<file path="src/supervisor_timeout_watchdog_pkg.sv">
// Constants, types and register map of the supervisor timeout watchdog
// Contract
// - Reset output asserts on undervoltage or while manual reset is low.
// - Manual reset low keeps reset asserted for as long as it stays low.
// - Without a separate fault pin, a watchdog timeout asserts the reset.
// - Watchdog monitors only while the enable input is high.
// - Two select inputs and enable choose timeout scale and on or off.
// - Fault output asserts on watchdog error, only while reset is high.
// - Fault output stays asserted exactly the reset delay, then releases.
// - While reset is asserted, fault is released and monitoring stops.
// - Latched mode holds the output until the fault is cleared.
package supervisor_timeout_watchdog_pkg;

  localparam int CLK_MHZ = 100;
  localparam int ADDR_W = 12;
  localparam int DATA_W = 32;

  // Times in milliseconds and the derived cycle counts
  localparam int WD_TIMEOUT_MS = 100;
  localparam int RESET_DELAY_MS = 200;
  localparam logic [31:0] WD_TIMEOUT_CYC = 32'(WD_TIMEOUT_MS * CLK_MHZ * 1000);
  localparam logic [31:0] RESET_DELAY_CYC =
    32'(RESET_DELAY_MS * CLK_MHZ * 1000);

  // Register byte offsets
  localparam logic [ADDR_W-1:0] CTRL_OFS = 12'h000;
  localparam logic [ADDR_W-1:0] STATUS_OFS = 12'h004;
  localparam logic [ADDR_W-1:0] MASK_OFS = 12'h008;
  localparam logic [ADDR_W-1:0] STATE_OFS = 12'h00C;
  localparam logic [ADDR_W-1:0] COUNT_OFS = 12'h010;

  // Control fields
  localparam int CTRL_SEP_FAULT_BIT = 0;
  localparam int CTRL_LATCH_BIT = 1;
  localparam int CTRL_CLEAR_BIT = 2;
  localparam int CTRL_W = 2;
  localparam logic [CTRL_W-1:0] CTRL_RST = 2'h1;

  // Event fields, shared by status and mask
  localparam int EV_WD_BIT = 0;
  localparam int EV_UV_BIT = 1;
  localparam int EV_MAN_BIT = 2;
  localparam int EV_W = 3;
  localparam logic [EV_W-1:0] EV_RST = 3'h0;

  // Synchroniser lanes
  localparam int PIN_UV = 0;
  localparam int PIN_MAN = 1;
  localparam int PIN_KICK = 2;
  localparam int PIN_EN = 3;
  localparam int PIN_SEL_LO = 4;
  localparam int PIN_SEL_HI = 5;
  localparam int PIN_W = 6;
  localparam logic [PIN_W-1:0] PIN_RST = 6'h02;

  typedef enum logic [2:0] {
    ST_IDLE,
    ST_HOLD,
    ST_DELAY,
    ST_WD_RST,
    ST_WD_FLT,
    ST_LATCH_RST,
    ST_LATCH_FLT
  } state_t;

endpackage : supervisor_timeout_watchdog_pkg

</file>
<file path="src/supervisor_timeout_watchdog.sv">
// Supply supervisor with timeout watchdog and APB register access
`timescale 1ns/1ps
`default_nettype none
module supervisor_timeout_watchdog #(
  parameter logic [31:0] WD_BASE_CYC =
    supervisor_timeout_watchdog_pkg::WD_TIMEOUT_CYC,
  parameter logic [31:0] RST_DLY_CYC =
    supervisor_timeout_watchdog_pkg::RESET_DELAY_CYC
) (
  input wire logic sys_clk_in,
  input wire logic rst_b_in,
  input wire logic psel_in,
  input wire logic penable_in,
  input wire logic pwrite_in,
  input wire logic [supervisor_timeout_watchdog_pkg::ADDR_W-1:0] paddr_in,
  input wire logic [supervisor_timeout_watchdog_pkg::DATA_W-1:0] pwdata_in,
  output logic [supervisor_timeout_watchdog_pkg::DATA_W-1:0] prdata_out,
  output logic pready_out,
  output logic pslverr_out,
  input wire logic undervoltage_in,
  input wire logic manual_reset_n_in,
  input wire logic watchdog_kick_in,
  input wire logic watchdog_enable_in,
  input wire logic timing_select_lo_in,
  input wire logic timing_select_hi_in,
  output logic reset_n_out,
  output logic watchdog_fault_n_out,
  output logic irq_out
);
  import supervisor_timeout_watchdog_pkg::*;

  // Pin synchronisers
  logic [PIN_W-1:0] pins_raw;
  logic [PIN_W-1:0] sync1_ff;
  logic [PIN_W-1:0] sync2_ff;

  assign pins_raw = {timing_select_hi_in, timing_select_lo_in,
                     watchdog_enable_in, watchdog_kick_in,
                     manual_reset_n_in, undervoltage_in};

  for (genvar i = 0; i < PIN_W; i++) begin : g_sync
    always_ff @(posedge sys_clk_in or negedge rst_b_in) begin
      if (!rst_b_in) begin
        sync1_ff[i] <= PIN_RST[i];
        sync2_ff[i] <= PIN_RST[i];
      end else begin
        sync1_ff[i] <= pins_raw[i];
        sync2_ff[i] <= sync1_ff[i];
      end
    end
  end

  logic uv_s;
  logic man_s;
  logic kick_s;
  logic en_s;
  logic [1:0] sel_s;
  logic cause;

  assign uv_s = sync2_ff[PIN_UV];
  assign man_s = sync2_ff[PIN_MAN];
  assign kick_s = sync2_ff[PIN_KICK];
  assign en_s = sync2_ff[PIN_EN];
  assign sel_s = {sync2_ff[PIN_SEL_HI], sync2_ff[PIN_SEL_LO]};
  assign cause = uv_s | ~man_s;

  // Edge history
  logic kick_prev_ff;
  logic uv_prev_ff;
  logic man_prev_ff;
  logic kick_fall;

  always_ff @(posedge sys_clk_in or negedge rst_b_in) begin
    if (!rst_b_in) begin
      kick_prev_ff <= 1'b0;
      uv_prev_ff <= 1'b0;
      man_prev_ff <= 1'b1;
    end else begin
      kick_prev_ff <= kick_s;
      uv_prev_ff <= uv_s;
      man_prev_ff <= man_s;
    end
  end

  assign kick_fall = kick_prev_ff & ~kick_s;

  // APB decode and software-held state
  logic [CTRL_W-1:0] ctrl_ff;
  logic [CTRL_W-1:0] nxt_ctrl;
  logic [EV_W-1:0] status_ff;
  logic [EV_W-1:0] nxt_status;
  logic [EV_W-1:0] mask_ff;
  logic [EV_W-1:0] nxt_mask;
  logic [DATA_W-1:0] prdata_ff;
  logic [DATA_W-1:0] nxt_prdata;
  logic [EV_W-1:0] events;
  logic addr_ok;
  logic wr_en;
  logic latch_clr;
  logic sep_fault;
  logic latch_on;

  assign addr_ok = (paddr_in == CTRL_OFS) || (paddr_in == STATUS_OFS) ||
                   (paddr_in == MASK_OFS) || (paddr_in == STATE_OFS) ||
                   (paddr_in == COUNT_OFS);
  assign wr_en = psel_in & penable_in & pwrite_in & addr_ok;
  assign latch_clr = wr_en & (paddr_in == CTRL_OFS) &
                     pwdata_in[CTRL_CLEAR_BIT];
  assign sep_fault = ctrl_ff[CTRL_SEP_FAULT_BIT];
  assign latch_on = ctrl_ff[CTRL_LATCH_BIT];
  // Zero-wait slave: read data is captured in the setup cycle
  assign pready_out = 1'b1;
  assign pslverr_out = psel_in & penable_in & ~addr_ok;

  // Watchdog and output sequencing
  state_t state_ff;
  state_t nxt_state;
  logic [31:0] dly_cnt_ff;
  logic [31:0] nxt_dly_cnt;
  logic [31:0] wd_cnt_ff;
  logic [31:0] nxt_wd_cnt;
  logic [31:0] wd_limit;
  logic reset_n_ff;
  logic nxt_reset_n;
  logic fault_n_ff;
  logic nxt_fault_n;
  logic monitoring;
  logic wd_expire;

  // Scale 1x, 2x, 4x or 8x of the base timeout
  assign wd_limit = WD_BASE_CYC << sel_s;
  // Monitoring stops in every asserted state and as soon as a cause shows
  assign monitoring = en_s & ~cause & (state_ff == ST_IDLE);
  assign wd_expire = monitoring & ~kick_fall &
                     (wd_cnt_ff == wd_limit - 32'h0000_0001);

  always_comb begin
    nxt_wd_cnt = wd_cnt_ff + 32'h0000_0001;
    if (!monitoring || kick_fall || wd_expire) begin
      nxt_wd_cnt = 32'h0000_0000;
    end
  end

  always_comb begin
    nxt_state = state_ff;
    nxt_dly_cnt = 32'h0000_0000;
    if (cause) begin
      nxt_state = ST_HOLD;
    end else begin
      case (state_ff)
        ST_IDLE: begin
          if (wd_expire) begin
            if (sep_fault) begin
              nxt_state = latch_on ? ST_LATCH_FLT : ST_WD_FLT;
            end else begin
              nxt_state = latch_on ? ST_LATCH_RST : ST_WD_RST;
            end
          end
        end
        ST_HOLD: begin
          nxt_state = latch_on ? ST_LATCH_RST : ST_DELAY;
        end
        ST_DELAY, ST_WD_RST, ST_WD_FLT: begin
          nxt_dly_cnt = dly_cnt_ff + 32'h0000_0001;
          if (dly_cnt_ff == RST_DLY_CYC - 32'h0000_0001) begin
            nxt_state = ST_IDLE;
            nxt_dly_cnt = 32'h0000_0000;
          end
        end
        ST_LATCH_RST, ST_LATCH_FLT: begin
          if (latch_clr) begin
            nxt_state = ST_IDLE;
          end
        end
        default: begin
          nxt_state = ST_HOLD;
        end
      endcase
    end
    // Both outputs drive low when asserted
    nxt_reset_n = !((nxt_state == ST_HOLD) || (nxt_state == ST_DELAY) ||
                    (nxt_state == ST_WD_RST) ||
                    (nxt_state == ST_LATCH_RST));
    nxt_fault_n = !((nxt_state == ST_WD_FLT) ||
                    (nxt_state == ST_LATCH_FLT));
  end

  always_ff @(posedge sys_clk_in or negedge rst_b_in) begin
    if (!rst_b_in) begin
      state_ff <= ST_DELAY;
      dly_cnt_ff <= 32'h0000_0000;
      wd_cnt_ff <= 32'h0000_0000;
      reset_n_ff <= 1'b0;
      fault_n_ff <= 1'b1;
    end else begin
      state_ff <= nxt_state;
      dly_cnt_ff <= nxt_dly_cnt;
      wd_cnt_ff <= nxt_wd_cnt;
      reset_n_ff <= nxt_reset_n;
      fault_n_ff <= nxt_fault_n;
    end
  end

  assign reset_n_out = reset_n_ff;
  assign watchdog_fault_n_out = fault_n_ff;

  // Register file next values
  always_comb begin
    events = EV_RST;
    events[EV_WD_BIT] = wd_expire;
    events[EV_UV_BIT] = uv_s & ~uv_prev_ff;
    events[EV_MAN_BIT] = man_prev_ff & ~man_s;
    nxt_ctrl = ctrl_ff;
    nxt_mask = mask_ff;
    nxt_status = status_ff;
    if (wr_en && paddr_in == CTRL_OFS) begin
      nxt_ctrl = pwdata_in[CTRL_W-1:0];
    end
    if (wr_en && paddr_in == MASK_OFS) begin
      nxt_mask = pwdata_in[EV_W-1:0];
    end
    if (wr_en && paddr_in == STATUS_OFS) begin
      nxt_status = status_ff & ~pwdata_in[EV_W-1:0];
    end
    // A new event beats a clear in the same cycle
    nxt_status = nxt_status | events;
    nxt_prdata = prdata_ff;
    if (psel_in && !penable_in) begin
      nxt_prdata = 32'h0000_0000;
      case (paddr_in)
        CTRL_OFS: nxt_prdata[CTRL_W-1:0] = ctrl_ff;
        STATUS_OFS: nxt_prdata[EV_W-1:0] = status_ff;
        MASK_OFS: nxt_prdata[EV_W-1:0] = mask_ff;
        STATE_OFS: nxt_prdata[3:0] = {(state_ff == ST_LATCH_RST) ||
                                      (state_ff == ST_LATCH_FLT),
                                      monitoring, fault_n_ff, reset_n_ff};
        COUNT_OFS: nxt_prdata = wd_cnt_ff;
        default: nxt_prdata = 32'h0000_0000;
      endcase
    end
  end

  always_ff @(posedge sys_clk_in or negedge rst_b_in) begin
    if (!rst_b_in) begin
      ctrl_ff <= CTRL_RST;
      status_ff <= EV_RST;
      mask_ff <= EV_RST;
      prdata_ff <= 32'h0000_0000;
    end else begin
      ctrl_ff <= nxt_ctrl;
      status_ff <= nxt_status;
      mask_ff <= nxt_mask;
      prdata_ff <= nxt_prdata;
    end
  end

  assign prdata_out = prdata_ff;
  assign irq_out = |(status_ff & mask_ff);

  // Helper: cycles the fault output has been low
  logic [31:0] flt_len_ff;

  always_ff @(posedge sys_clk_in or negedge rst_b_in) begin
    if (!rst_b_in) begin
      flt_len_ff <= 32'h0000_0000;
    end else begin
      flt_len_ff <= fault_n_ff ? 32'h0000_0000 : flt_len_ff + 32'h0000_0001;
    end
  end

  a_cause_resets: assert property (@(posedge sys_clk_in) disable iff (!rst_b_in)
    uv_s |=> !reset_n_out) else $error("undervoltage did not reset");

  a_manual_hold: assert property (@(posedge sys_clk_in) disable iff (!rst_b_in)
    (!man_s ##1 !man_s) |-> !reset_n_out ##1 !reset_n_out)
    else $error("manual reset not held");

  a_wd_to_reset: assert property (@(posedge sys_clk_in) disable iff (!rst_b_in)
    wd_expire && !sep_fault |=> !reset_n_out && watchdog_fault_n_out)
    else $error("timeout did not reset");

  a_enable_gate: assert property (@(posedge sys_clk_in) disable iff (!rst_b_in)
    !en_s |=> wd_cnt_ff == 32'h0000_0000 && !wd_expire)
    else $error("watchdog ran while disabled");

  a_count_steps: assert property (@(posedge sys_clk_in) disable iff (!rst_b_in)
    monitoring && !kick_fall && !wd_expire |=>
    wd_cnt_ff == $past(wd_cnt_ff) + 32'h0000_0001)
    else $error("watchdog count stalled");

  a_fault_reset_hi: assert property (@(posedge sys_clk_in)
    disable iff (!rst_b_in)
    !watchdog_fault_n_out |-> reset_n_out)
    else $error("fault asserted during reset");

  a_fault_width: assert property (@(posedge sys_clk_in) disable iff (!rst_b_in)
    $rose(watchdog_fault_n_out) && $past(state_ff) == ST_WD_FLT &&
    state_ff == ST_IDLE |-> flt_len_ff == RST_DLY_CYC)
    else $error("fault pulse width wrong");

  a_reset_suspends: assert property (@(posedge sys_clk_in)
    disable iff (!rst_b_in)
    !reset_n_out |-> watchdog_fault_n_out && wd_cnt_ff == 32'h0000_0000)
    else $error("monitoring during reset");

  a_latch_holds: assert property (@(posedge sys_clk_in) disable iff (!rst_b_in)
    state_ff == ST_LATCH_FLT && !latch_clr && !cause |=>
    !watchdog_fault_n_out) else $error("latched fault released");

  a_kick_restarts: assert property (@(posedge sys_clk_in)
    disable iff (!rst_b_in)
    kick_fall |=> wd_cnt_ff == 32'h0000_0000 && !$past(wd_expire))
    else $error("kick did not restart");

  a_expire_full: assert property (@(posedge sys_clk_in) disable iff (!rst_b_in)
    wd_expire |-> wd_cnt_ff == wd_limit - 32'h0000_0001 && !kick_fall)
    else $error("early watchdog error");

  a_active_low: assert property (@(posedge sys_clk_in) disable iff (!rst_b_in)
    state_ff == ST_HOLD |-> !reset_n_out)
    else $error("reset not driven low");

  a_irq_level: assert property (@(posedge sys_clk_in) disable iff (!rst_b_in)
    wd_expire && mask_ff[EV_WD_BIT] |=> irq_out)
    else $error("interrupt missing");

  c_wd_fault: cover property (@(posedge sys_clk_in) disable iff (!rst_b_in)
    wd_expire && sep_fault ##1 !watchdog_fault_n_out);
  c_wd_reset: cover property (@(posedge sys_clk_in) disable iff (!rst_b_in)
    wd_expire && !sep_fault ##1 !reset_n_out);
  c_latch_clear: cover property (@(posedge sys_clk_in) disable iff (!rst_b_in)
    (state_ff == ST_LATCH_FLT) && latch_clr);
  c_manual: cover property (@(posedge sys_clk_in) disable iff (!rst_b_in)
    $fell(man_s) ##1 !reset_n_out);

endmodule : supervisor_timeout_watchdog
`default_nettype wire

</file>
<file path="config.mk">
export PLATFORM = sky130hd
export DESIGN_NAME = supervisor_timeout_watchdog
export DESIGN_NICKNAME = d
export VERILOG_FILES = /design/src/supervisor_timeout_watchdog_pkg.sv /design/src/supervisor_timeout_watchdog.sv
export SDC_FILE = /design/constraint.sdc
export NUM_CORES = 1
export LEC_CHECK = 0
export ABC_AREA = 1
export BUFFER_PORTS_ARGS = -buffer_cell sky130_fd_sc_hd__buf_2
export CELL_PAD_IN_SITES_DETAIL_PLACEMENT = 1
export CELL_PAD_IN_SITES_GLOBAL_PLACEMENT = 1
export CORE_ASPECT_RATIO = 0.8
export CORE_UTILIZATION = 43
export DETAILED_ROUTE_END_ITERATION = 12
export GPL_TIMING_DRIVEN = 0
export PLACE_DENSITY_LB_ADDON = 0.2
export SYNTH_ARGS = -nofsm -noshare
export SYNTH_HDL_FRONTEND = slang
export SYNTH_SLANG_ARGS = --single-unit
</file>
<file path="constraint.sdc">
create_clock -name sys_clk_in -period 2.8 [get_ports sys_clk_in]
set_input_delay 0.14 -clock sys_clk_in [delete_from_list [all_inputs] [get_ports sys_clk_in]]
set_output_delay 0.14 -clock sys_clk_in [all_outputs]
set_load 0.05 [all_outputs]
</file>
==> results.sh, run 1 <==
export IMPL_status="completed"
export IMPL_required_ns=3.12
export IMPL_syn_to_final_growth_pct=18.29
export IMPL_grt_overflow=0
export IMPL_netlist_instances=896
export IMPL_grt_max_degree=83
export IMPL_cts_path_max_buffers=2
export IMPL_ys_top_cells_by_count="nand2_1 (207), dfrtp_1 (118), inv_1 (109)"
export IMPL_htreeDepth=4
export IMPL_arrival_ns=2.92
export IMPL_hold_class="in2reg"
export IMPL_wirelength_um=20700
export IMPL_cts_reportedPaths_clkPinSlew_ns=0.06
export IMPL_synth_most_common_cell="nand2_1"
export IMPL_grt_pass1_wl_um=34040
export IMPL_grt_antenna_before_repair=0
export IMPL_synth_seq_area_share_pct=43.89
export IMPL_core_rowCount=41
export IMPL_synth_top_area_share_pct=41.67
export IMPL_async_flop_share_pct=100.0
export IMPL_dieArea_sq_mm=0.01700
export IMPL_r2r_slack_ns=0.20
export IMPL_drive_gt1_share_pct=19.96
export IMPL_period_share_pct=93.01
export IMPL_ir_drop_uv=441.7
export IMPL_routed_via_count=6341
export IMPL_drt_iter0_drc=350
export IMPL_portBuffers=61
export IMPL_dr_wl_met2_um=9283
export IMPL_cts_tree="yes"
export IMPL_ioPinCount=92
export IMPL_synth_seq_cells=124
export IMPL_yosys_area_top_type="dfrtp_1"
export IMPL_slew_limit_headroom_pct=60.21
export IMPL_die_h_um=116.8
export IMPL_syn_area_sq_mm=0.007087
export IMPL_diodes=0
export IMPL_synth_edff_count=0
export IMPL_max_freq_mhz=384.0
export IMPL_dr_pass1_iters=4
export IMPL_crit_fanout=10
export IMPL_wire_per_inst_um=17.08
export IMPL_dr_max_layer_used="met4"
export IMPL_dp_cells=1173
export IMPL_layoutNonFillerInstCount=1212
export IMPL_drv_cap=0
export IMPL_synth_distinct_cells=43
export IMPL_drc=0
export IMPL_start_util_pct=44.42
export IMPL_regArea_sq_mm=0.003110
export IMPL_worst_pin_slew_ns=0.5969
export IMPL_drv_slew=0
export IMPL_vias_per_cell=5.232
export IMPL_first_global_vias=6455
export IMPL_ant_nets=0
export IMPL_cp_end_kind="flip-flop"
export IMPL_clk_latency_ns=0.44
export IMPL_rsz0062_at_grt="no"
export IMPL_grtUsageTotal_pct=26.04
export IMPL_p_per_area_mw_per_mm2=526.6
export IMPL_fin_worst_skew_ns=0.01298
export IMPL_min_period_ns=2.604
export IMPL_cts_sinks=124
export IMPL_cts_buffers=17
export IMPL_cts_root_buf="clkbuf_16"
export IMPL_nets=1051
export IMPL_fin_setup_tns_ns=0
export IMPL_crit_type="reg2reg"
export IMPL_met1_length_um=10110
export IMPL_fillCellCount=2010
export IMPL_synth_flop_cell="dfrtp_1"
export IMPL_dpl_hpwl_um=15360
export IMPL_postCtsSetupRepairBufs=0
export IMPL_avgSynthCellArea_sq_um=7.909
export IMPL_die_w_um=145.5
export IMPL_leakage_nw=3.704
export IMPL_ys_warn_count=0
export IMPL_yosys_top_cells_area="dfrtp_1 (42%), nand2_1 (11%), inv_1 (5.8%)"
export IMPL_setup_violations=0
export IMPL_multi_input_area_sq_mm=0.003402
export IMPL_wl_met3_um=1006
export IMPL_routabilityCongestion=0.8985
export IMPL_final_util_pct=52.54
export IMPL_hold_viol=0
export IMPL_start_kind="flip-flop"
export IMPL_synth_fp_nets=962
export IMPL_core_sq_mm=0.01595
what timing repair did:
| item | 4_1_cts | 5_1_grt |
|---|---|---|
| setup endpoints to repair | 0 | 9 |
| resized for setup | 0 | 2 |
| hold buffers | 8 | 0 |
| endpoints found under the hold margin | 49 | 0 |
worst paths after layout:
path,from,to,cells after the start
worst max-delay path,sel_s[0]$_DFF_PN0_,wd_cnt_ff[7]$_DFF_PN0_,12
worst min-delay path,pwdata_in[2],mask_ff[2]$_DFFE_PN0P_,3
worst max register to register,sel_s[0]$_DFF_PN0_,wd_cnt_ff[7]$_DFF_PN0_,12
worst min register to register,sync1_ff[3]$_DFF_PN0_,en_s$_DFF_PN0_,0
max in group asynchronous,rst_b_in,state_ff[1]$_DFF_PN1_,3
min in group asynchronous,rst_b_in,mask_ff[1]$_DFFE_PN0P_,2
stage by stage:
step	setup WS, ns	area [sq um]	hold slack [ns]	total power (W)
after floorplan	0.6367	7087	-0.1556	0.002002
after global placement	-0.1041	7661	0.2472	0.002106
after detailed placement	0.1928	7695	0.09101	0.002118
after CTS	0.1525	8381	0.01444	0.004439
after global routing	0.02018	8383	0.04238	0.004549
final	0.1956	8383	0.01443	0.004415
logic make-up (layout without fill, tap and decap cells):
| family | count (synthesis) | after routing | share of synthesized area, % |
|---|---|---|---|
| flip-flops | 124 | 124 | 43.89 |
| other | 1 | 1 | 0.05292 |
| AO/OA/AOI/OAI | 104 | 104 | 9.375 |
| XOR/XNOR | 23 | 23 | 2.842 |
| buffers and inverters | 139 | 240 | 8.139 |
| adder cells (fa/ha/maj) | 11 | 11 | 1.942 |
| AND/OR/NAND/NOR | 494 | 494 | 33.76 |
placed cells by master (no fill, tap or decap), types with 3 or more instances in the layout:
cell type	count
nand2_2	11
nor3_2	11
a21oi_1	24
nand4_1	15
a21oi_2	7
buf_4	3
inv_1	108
nand3_1	37
a31oi_1	4
xnor2_1	6
and3_1	3
nand2_1	207
nor3_1	53
nor2_2	22
nor4_1	4
dlygate4sd3_1	8
buf_2	65
o31ai_1	24
nor2_4	7
clkinv_2	4
xor2_1	17
nor2_8	3
inv_2	12
dfstp_2	6
clkbuf_16	17
o21ai_2	6
nor2_1	105
o21a_1	3
o21ai_0	30
ha_1	10
nor3b_1	4
bufinv_16	4
nand3_2	6
dfrtp_1	118
clkbuf_1	10
flip-flops by register name (all words and copies together) (netlist names):
register / count
man_prev_ff: 1
wd_cnt_ff: 32
prdata_out: 32
reset_n_out: 1
state_ff: 3
status_ff: 3
dly_cnt_ff: 32
watchdog_fault_n_out: 1
kick_s: 1
sel_s: 2
en_s: 1
uv_prev_ff: 1
uv_s: 1
sync1_ff: 6
kick_prev_ff: 1
ctrl_ff: 2
man_s: 1
mask_ff: 3
critical path, stage by stage (launching register included):
cell and delay [ns]:
dfrtp_1 0.48, inv_1 0.17, ha_1 0.33, buf_2 0.19
inv_1 0.18, a21oi_1 0.12, nor3_2 0.28, nand3_4 0.13
nor2_8 0.18, nor2_8 0.08, inv_6 0.12, buf_12 0.15
nor2_2 0.05
layout make-up:
cell class	count	share of cell area (%)
Buffer	18	1.403
Clock buffer	19	5.164
Clock inverter	12	2.060
Inverter	121	5.478
Multi-Input combinational cell	633	40.58
Sequential cell	124	37.10
Tap cell	215	3.209
Timing Repair Buffer	70	5.000
per-layer routing:
| metal | GRT usage, % | vias up |
|---|---|---|
| li1 | - | 3066 |
| met1 | 36.53 | 3119 |
| met2 | 41.09 | 131 |
| met3 | 4.302 | 25 |
| met4 | 9.263 | 0 |
| met5 | 0 | - |
report_power, final:
group,total (W),internal (W),switching (W)
sequential,0.00183,0.00181,0.0000138
combinational,0.000266,0.0000775,0.000188
clock,0.00232,0.00148,0.000843
total,0.00441,0.00337,0.00105
Power figures use the tool's default switching activity.
==> run 2, diff against run 1 <==
--- a/config.mk
+++ b/config.mk
@@ -8,3 +8,2 @@
 export ABC_AREA = 1
-export BUFFER_PORTS_ARGS = -buffer_cell sky130_fd_sc_hd__buf_2
 export CELL_PAD_IN_SITES_DETAIL_PLACEMENT = 1
@@ -12,4 +11,5 @@
 export CORE_ASPECT_RATIO = 0.8
-export CORE_UTILIZATION = 43
+export CORE_UTILIZATION = 48
 export DETAILED_ROUTE_END_ITERATION = 12
+export DONT_BUFFER_PORTS = 1
 export GPL_TIMING_DRIVEN = 0
==> constraint.sdc (replaced) <==
create_clock -name sys_clk_in -period 2.8 [get_ports sys_clk_in]
set_input_delay 0.28 -clock sys_clk_in [delete_from_list [all_inputs] [get_ports sys_clk_in]]
set_output_delay 0.28 -clock sys_clk_in [all_outputs]
set_load 0.05 [all_outputs]
==> results.sh, run 2 (same netlist as run 1, synthesis figures left out) <==
export IMPL_status="finished, violations left"
export IMPL_violations="negative hold slack"
export IMPL_slew_limit_headroom_pct=23.88
export IMPL_drc=0
export IMPL_portBuffers=0
export IMPL_postCtsSetupRepairBufs=0
export IMPL_start_kind="flip-flop"
export IMPL_layoutNonFillerInstCount=1118
export IMPL_ant_nets=0
export IMPL_drv_slew=0
export IMPL_p_clk_share_pct=54.2
export IMPL_drive_gt1_share_pct=15.42
export IMPL_cp_end_kind="flip-flop"
export IMPL_core_sq_mm=0.01435
export IMPL_drv_cap=0
export IMPL_grt_pass1_wl_um=34690
export IMPL_worst_pin_slew_ns=1.163
export IMPL_leakage_nw=3.404
export IMPL_final_util_pct=55.95
export IMPL_hold_slack_ns=-0.4482
export IMPL_hold_class="in2async"
export IMPL_dp_cells=1080
export IMPL_first_global_vias=6663
export IMPL_nets=987
export IMPL_place_ws_ns=0.06257
export IMPL_setup_ws_ns=0.1279
export IMPL_worstReg2RegStart="sel_s[1]$_DFF_PN0_"
export IMPL_layout_commonest_cell="nand2_1"
export IMPL_vias_per_cell=5.589
export IMPL_grtUsageTotal_pct=30.03
export IMPL_cts_tree="yes"
export IMPL_cts_path_max_buffers=2
export IMPL_arrival_ns=2.98
export IMPL_wirelength_um=21520
export IMPL_fin_worst_skew_ns=0.008375
export IMPL_routabilityCongestion=0.8685
export IMPL_reg2reg_to="reset_n_out$_DFF_PN0_"
export IMPL_final_cell_mix="nand2_1 (207), dfrtp_1 (116), inv_1 (107), nor2_1 (104), nor3_1 (53)"
export IMPL_placed_area_sq_mm=0.007317
export IMPL_max_freq_mhz=374.2
export IMPL_drt_iter0_drc=409
export IMPL_grt_overflow=0
export IMPL_setup_violations=0
export IMPL_syn_to_final_growth_pct=13.26
export IMPL_cts_root_buf="clkbuf_16"
export IMPL_reg2reg_depth=16
export IMPL_ioPinCount=92
export IMPL_crit_fanout=5
export IMPL_dr_pass1_iters=4
export IMPL_start_util_pct=49.40
export IMPL_wire_per_inst_um=19.25
export IMPL_cts_buffers=17
export IMPL_routed_via_count=6249
export IMPL_clk_latency_ns=0.42
export IMPL_die_w_um=137.9
export IMPL_core_rowCount=39
export IMPL_die_h_um=110.7
export IMPL_switching_share_pct=23.27
export IMPL_stdcell_area_sq_mm=0.008026
export IMPL_cts_hold_buf=6
export IMPL_cts_sinks=124
export IMPL_grt_max_degree=125
export IMPL_min_period_ns=2.672
export IMPL_sequentialPowerShare_pct=41.6
export IMPL_grt_antenna_before_repair=0
export IMPL_p_int_w=0.003412
export IMPL_fin_setup_tns_ns=0
export IMPL_combPwrFrac_pct=4.1
export IMPL_period_share_pct=95.43
export IMPL_p_switching_w=0.001035
export IMPL_r2r_slack_ns=0.13
export IMPL_htreeDepth=4
export IMPL_hold_viol=124
export IMPL_dieArea_sq_mm=0.01526
export IMPL_dpl_hpwl_um=15790
export IMPL_diodes=0
export IMPL_ir_drop_uv=488.5
export IMPL_cts_reportedPaths_clkPinSlew_ns=0.06
export IMPL_fillCellCount=1761
export IMPL_crit_type="reg2reg"
export IMPL_p_per_area_mw_per_mm2=553.9
export IMPL_required_ns=3.11
-- run 2: cell count changes in the layout (fill, tap and decap cells not counted), moves of 2 or more --
cell | before | now
buf_2 | 65 | 5
dlygate4sd3_1 | 8 | 6
clkbuf_8 | 0 | 2
dfrtp_2 | 0 | 2
clkinv_2 | 4 | 2
dfrtp_1 | 118 | 116
clkbuf_1 | 10 | 8
inv_6 | 1 | 3
-- run 2: metrics by stage --
stage                     power, W  hold WS (ns)
after floorplan           0.002002      -0.01559
after global placement    0.002043      -0.01264
after detailed placement  0.002054      -0.01274
after CTS                 0.004482       -0.4616
after global routing      0.004578       -0.4651
final                     0.004446       -0.4482
-- run 2: power by group through the flow --
stage	logic [W]	clock network (W)	registers (W)
3_3_place_gp	0.000162	0	0.00188
5_1_grt	0.000202	0.00252	0.00185
6_report	0.000184	0.00241	0.00185
4_1_cts	0.000180	0.00245	0.00185
3_5_place_dp	0.000171	0	0.00188
2_1_floorplan	0.000125	0	0.00188
-- run 2: how the worst max path moves through the flow --
stage / endpoint / start / slack [ns]
after floorplan: wd_cnt_ff[10]$_DFF_PN0_ / sel_s[0]$_DFF_PN0_ / 0.64
after global placement: reset_n_out$_DFF_PN0_ / sel_s[1]$_DFF_PN0_ / 0.14
after detailed placement: reset_n_out$_DFF_PN0_ / sel_s[1]$_DFF_PN0_ / 0.06
after CTS: reset_n_out$_DFF_PN0_ / sel_s[1]$_DFF_PN0_ / 0.05
after global routing: reset_n_out$_DFF_PN0_ / sel_s[1]$_DFF_PN0_ / -0.03
final: reset_n_out$_DFF_PN0_ / sel_s[1]$_DFF_PN0_ / 0.13
-- run 2: final cells by class --
type                            instances  area (sq um)  share of cell area [%]
Buffer                                 18         117.6                   1.465
Sequential cell                       124          3113                   38.78
Clock buffer                           19         452.9                   5.643
Timing Repair Buffer                    6         60.06                  0.7482
Inverter                              121         459.2                   5.721
Multi-Input combinational cell        633          3405                   42.42
Clock inverter                         13         188.9                   2.354
Tap cell                              184         230.2                   2.868
-- run 2: routing by layer --
layer / vias to the layer above / routed length (um) / GRT usage, %
li1: 2949 / - / -
met1: 3091 / 9961 / 41.72
met2: 169 / 10040 / 45.80
met3: 40 / 1042 / 6.676
met4: 0 / 476 / 10.51
met5: - / 0 / 0
-- run 2: critical path, stage by stage (launching register included) --
cell	delay, ns
dfrtp_2	0.47
inv_2	0.16
ha_2	0.26
inv_1	0.06
ha_1	0.34
nand2_1	0.14
nand2_1	0.06
inv_1	0.05
nand2_1	0.05
nor2_2	0.15
nand3_1	0.15
nor2_1	0.19
nand4_1	0.11
nand2_1	0.11
nand2_1	0.09
nand2_1	0.09
nand2_1	0.05
-- run 2: what timing repair did --
action	CTS	global route
resized for setup	1	5
endpoints found under the hold margin	130	124
setup endpoints to repair	1	10
==> run 3, diff against run 2 <==
- CORE_UTILIZATION: 48 -> 43
- clock period: 2.8 -> 2.4 ns (I/O delays scaled with it)
==> results.sh, run 3 (same netlist as run 1, synthesis figures left out) <==
export IMPL_status="finished, violations left"
export IMPL_violations="negative hold slack"
export IMPL_vias_per_cell=5.298
export IMPL_grt_max_degree=125
export IMPL_routabilityCongestion=0.8981
export IMPL_hold_class="in2async"
export IMPL_grt_antenna_before_repair=0
export IMPL_min_period_ns=2.259
export IMPL_start_util_pct=44.42
export IMPL_worst_pin_slew_ns=1.194
export IMPL_drv_slew=0
export IMPL_ant_nets=0
export IMPL_portBuffers=0
export IMPL_syn_to_final_growth_pct=15.32
export IMPL_drive_gt1_share_pct=16.90
export IMPL_crit_fanout=10
export IMPL_period_share_pct=94.13
export IMPL_setup_violations=0
export IMPL_p_switching_w=0.001204
export IMPL_fillCellCount=1941
export IMPL_drc=0
export IMPL_wire_per_inst_um=18.10
export IMPL_cts_reportedPaths_clkPinSlew_ns=0.06
export IMPL_nets=994
export IMPL_drv_cap=0
export IMPL_r2r_slack_ns=0.14
export IMPL_dieArea_sq_mm=0.01700
export IMPL_placed_area_sq_mm=0.007356
export IMPL_p_int_w=0.003850
export IMPL_ir_drop_uv=494.0
export IMPL_cts_sinks=124
export IMPL_core_rowCount=41
export IMPL_switching_share_pct=23.83
export IMPL_first_global_vias=6405
export IMPL_cp_end_kind="flip-flop"
export IMPL_p_clk_share_pct=52.8
export IMPL_slew_limit_headroom_pct=21.83
export IMPL_htreeDepth=4
export IMPL_ioPinCount=92
export IMPL_leakage_nw=3.423
export IMPL_cts_hold_buf=7
export IMPL_slowest_stage="dfrtp_2"
export IMPL_diodes=0
export IMPL_final_cell_mix="nand2_1 (204), dfrtp_1 (116), inv_1 (105), nor2_1 (103), nor3_1 (53)"
export IMPL_drt_iter0_drc=368
export IMPL_sequentialPowerShare_pct=42.7
export IMPL_hold_slack_ns=-0.4966
export IMPL_place_ws_ns=-0.1975
export IMPL_critPathMaxStageDelay_ns=0.44
export IMPL_combPwrFrac_pct=4.5
export IMPL_multi_input_area_sq_mm=0.003465
export IMPL_wirelength_um=20920
export IMPL_start_kind="flip-flop"
export IMPL_clk_latency_ns=0.43
export IMPL_grtUsageTotal_pct=26.11
export IMPL_layout_commonest_cell="nand2_1"
export IMPL_die_h_um=116.8
export IMPL_cts_buffers=17
export IMPL_die_w_um=145.5
export IMPL_core_sq_mm=0.01595
export IMPL_reg2reg_to="reset_n_out$_DFF_PN0_"
export IMPL_crit_type="reg2reg"
export IMPL_grt_overflow=0
export IMPL_path_common_cell="nand2_1"
export IMPL_crit_chain="inv_4 > ha_1 > clkbuf_4 > inv_2 > a21oi_1 > nor3_2 > nand3_4 > nor2_8 > buf_4 > nand3_2 > nand2_1 > nand3_1 > nand2_1"
export IMPL_timing_critical_path_buf_inv=4
export IMPL_cp_top_family="simple AND/OR/NAND/NOR gates"
export IMPL_cts_tree="yes"
export IMPL_cts_path_max_buffers=2
export IMPL_reg2reg_depth=13
export IMPL_p_per_area_mw_per_mm2=618.4
export IMPL_grt_pass1_wl_um=34090
export IMPL_stdcell_area_sq_mm=0.008173
export IMPL_routed_via_count=6124
export IMPL_cts_root_buf="clkbuf_16"
export IMPL_cp_depth=13
export IMPL_dpl_hpwl_um=15510
export IMPL_required_ns=2.76
export IMPL_max_freq_mhz=442.7
export IMPL_regArea_sq_mm=0.003113
export IMPL_worstReg2RegStart="sel_s[1]$_DFF_PN0_"
export IMPL_setup_ws_ns=0.1410
export IMPL_dr_pass1_iters=5
export IMPL_arrival_ns=2.62
export IMPL_hold_viol=124
export IMPL_final_util_pct=51.23
export IMPL_fin_worst_skew_ns=0.01308
==> run 3: worst max path at each step <==
stage / from / to / slack (ns)
after global placement: sel_s[1]$_DFF_PN0_ / wd_cnt_ff[10]$_DFF_PN0_ / -0.13
final: sel_s[1]$_DFF_PN0_ / reset_n_out$_DFF_PN0_ / 0.14
after global routing: sel_s[1]$_DFF_PN0_ / watchdog_fault_n_out$_DFF_PN1_ / -0.004
after CTS: sel_s[0]$_DFF_PN0_ / reset_n_out$_DFF_PN0_ / 0.0006
after detailed placement: sel_s[0]$_DFF_PN0_ / wd_cnt_ff[10]$_DFF_PN0_ / -0.20
after floorplan: sel_s[0]$_DFF_PN0_ / wd_cnt_ff[10]$_DFF_PN0_ / 0.24
==> run 3: per-stage QoR <==
stage               setup TNS, ns  power [W]  std cells
floorplan                       0   0.002336        896
global placement           -2.004   0.002383       1111
detailed placement         -3.169   0.002391       1111
CTS                             0   0.005092       1155
global route            -0.005661   0.005215       1156
finish                          0   0.005054       1156
==> run 3: timing repair <==
item	in CTS	in global routing
hold endpoints to repair	131	124
pin swaps	2	7
setup buffers	5	1
setup endpoints to repair	36	38
cloned	0	0
gates resized for setup	10	14
==> run 3: area by class of cell <==
cell class / instances / share of cell area, %
Multi-Input combinational cell: 633 / 42.39
Sequential cell: 124 / 38.09
Inverter: 121 / 5.710
Clock buffer: 18 / 5.374
Tap cell: 215 / 3.291
Clock inverter: 14 / 2.067
Timing Repair Buffer: 13 / 1.607
Buffer: 18 / 1.470
==> run 3: routing by layer <==
layer / global-route usage (%) / part of all wire, % / vias up
met3: 5.194 / 3.7 / 29
met2: 42.92 / 47 / 114
li1: - / - / 2966
met4: 9.404 / 1.7 / 0
met5: 0 / 0 / -
met1: 34.72 / 48 / 3015
==> run 3: power groups by stage <==
stage / clock, W / sequential (W) / combinational (W)
global placement: 0 / 0.00219 / 0.000189
CTS: 0.00272 / 0.00216 / 0.000215
floorplan: 0 / 0.00219 / 0.000146
global route: 0.00281 / 0.00216 / 0.000250
detailed placement: 0 / 0.00220 / 0.000196
finish: 0.00267 / 0.00216 / 0.000226
==> run 3: worst reg2reg max path, cell delays in order, from the launching register on <==
cell,delay (ns)
dfrtp_2,0.44
inv_4,0.12
ha_1,0.24
clkbuf_4,0.20
inv_2,0.12
a21oi_1,0.07
nor3_2,0.26
nand3_4,0.13
nor2_8,0.16
buf_4,0.13
nand3_2,0.08
nand2_1,0.09
nand3_1,0.07
nand2_1,0.09
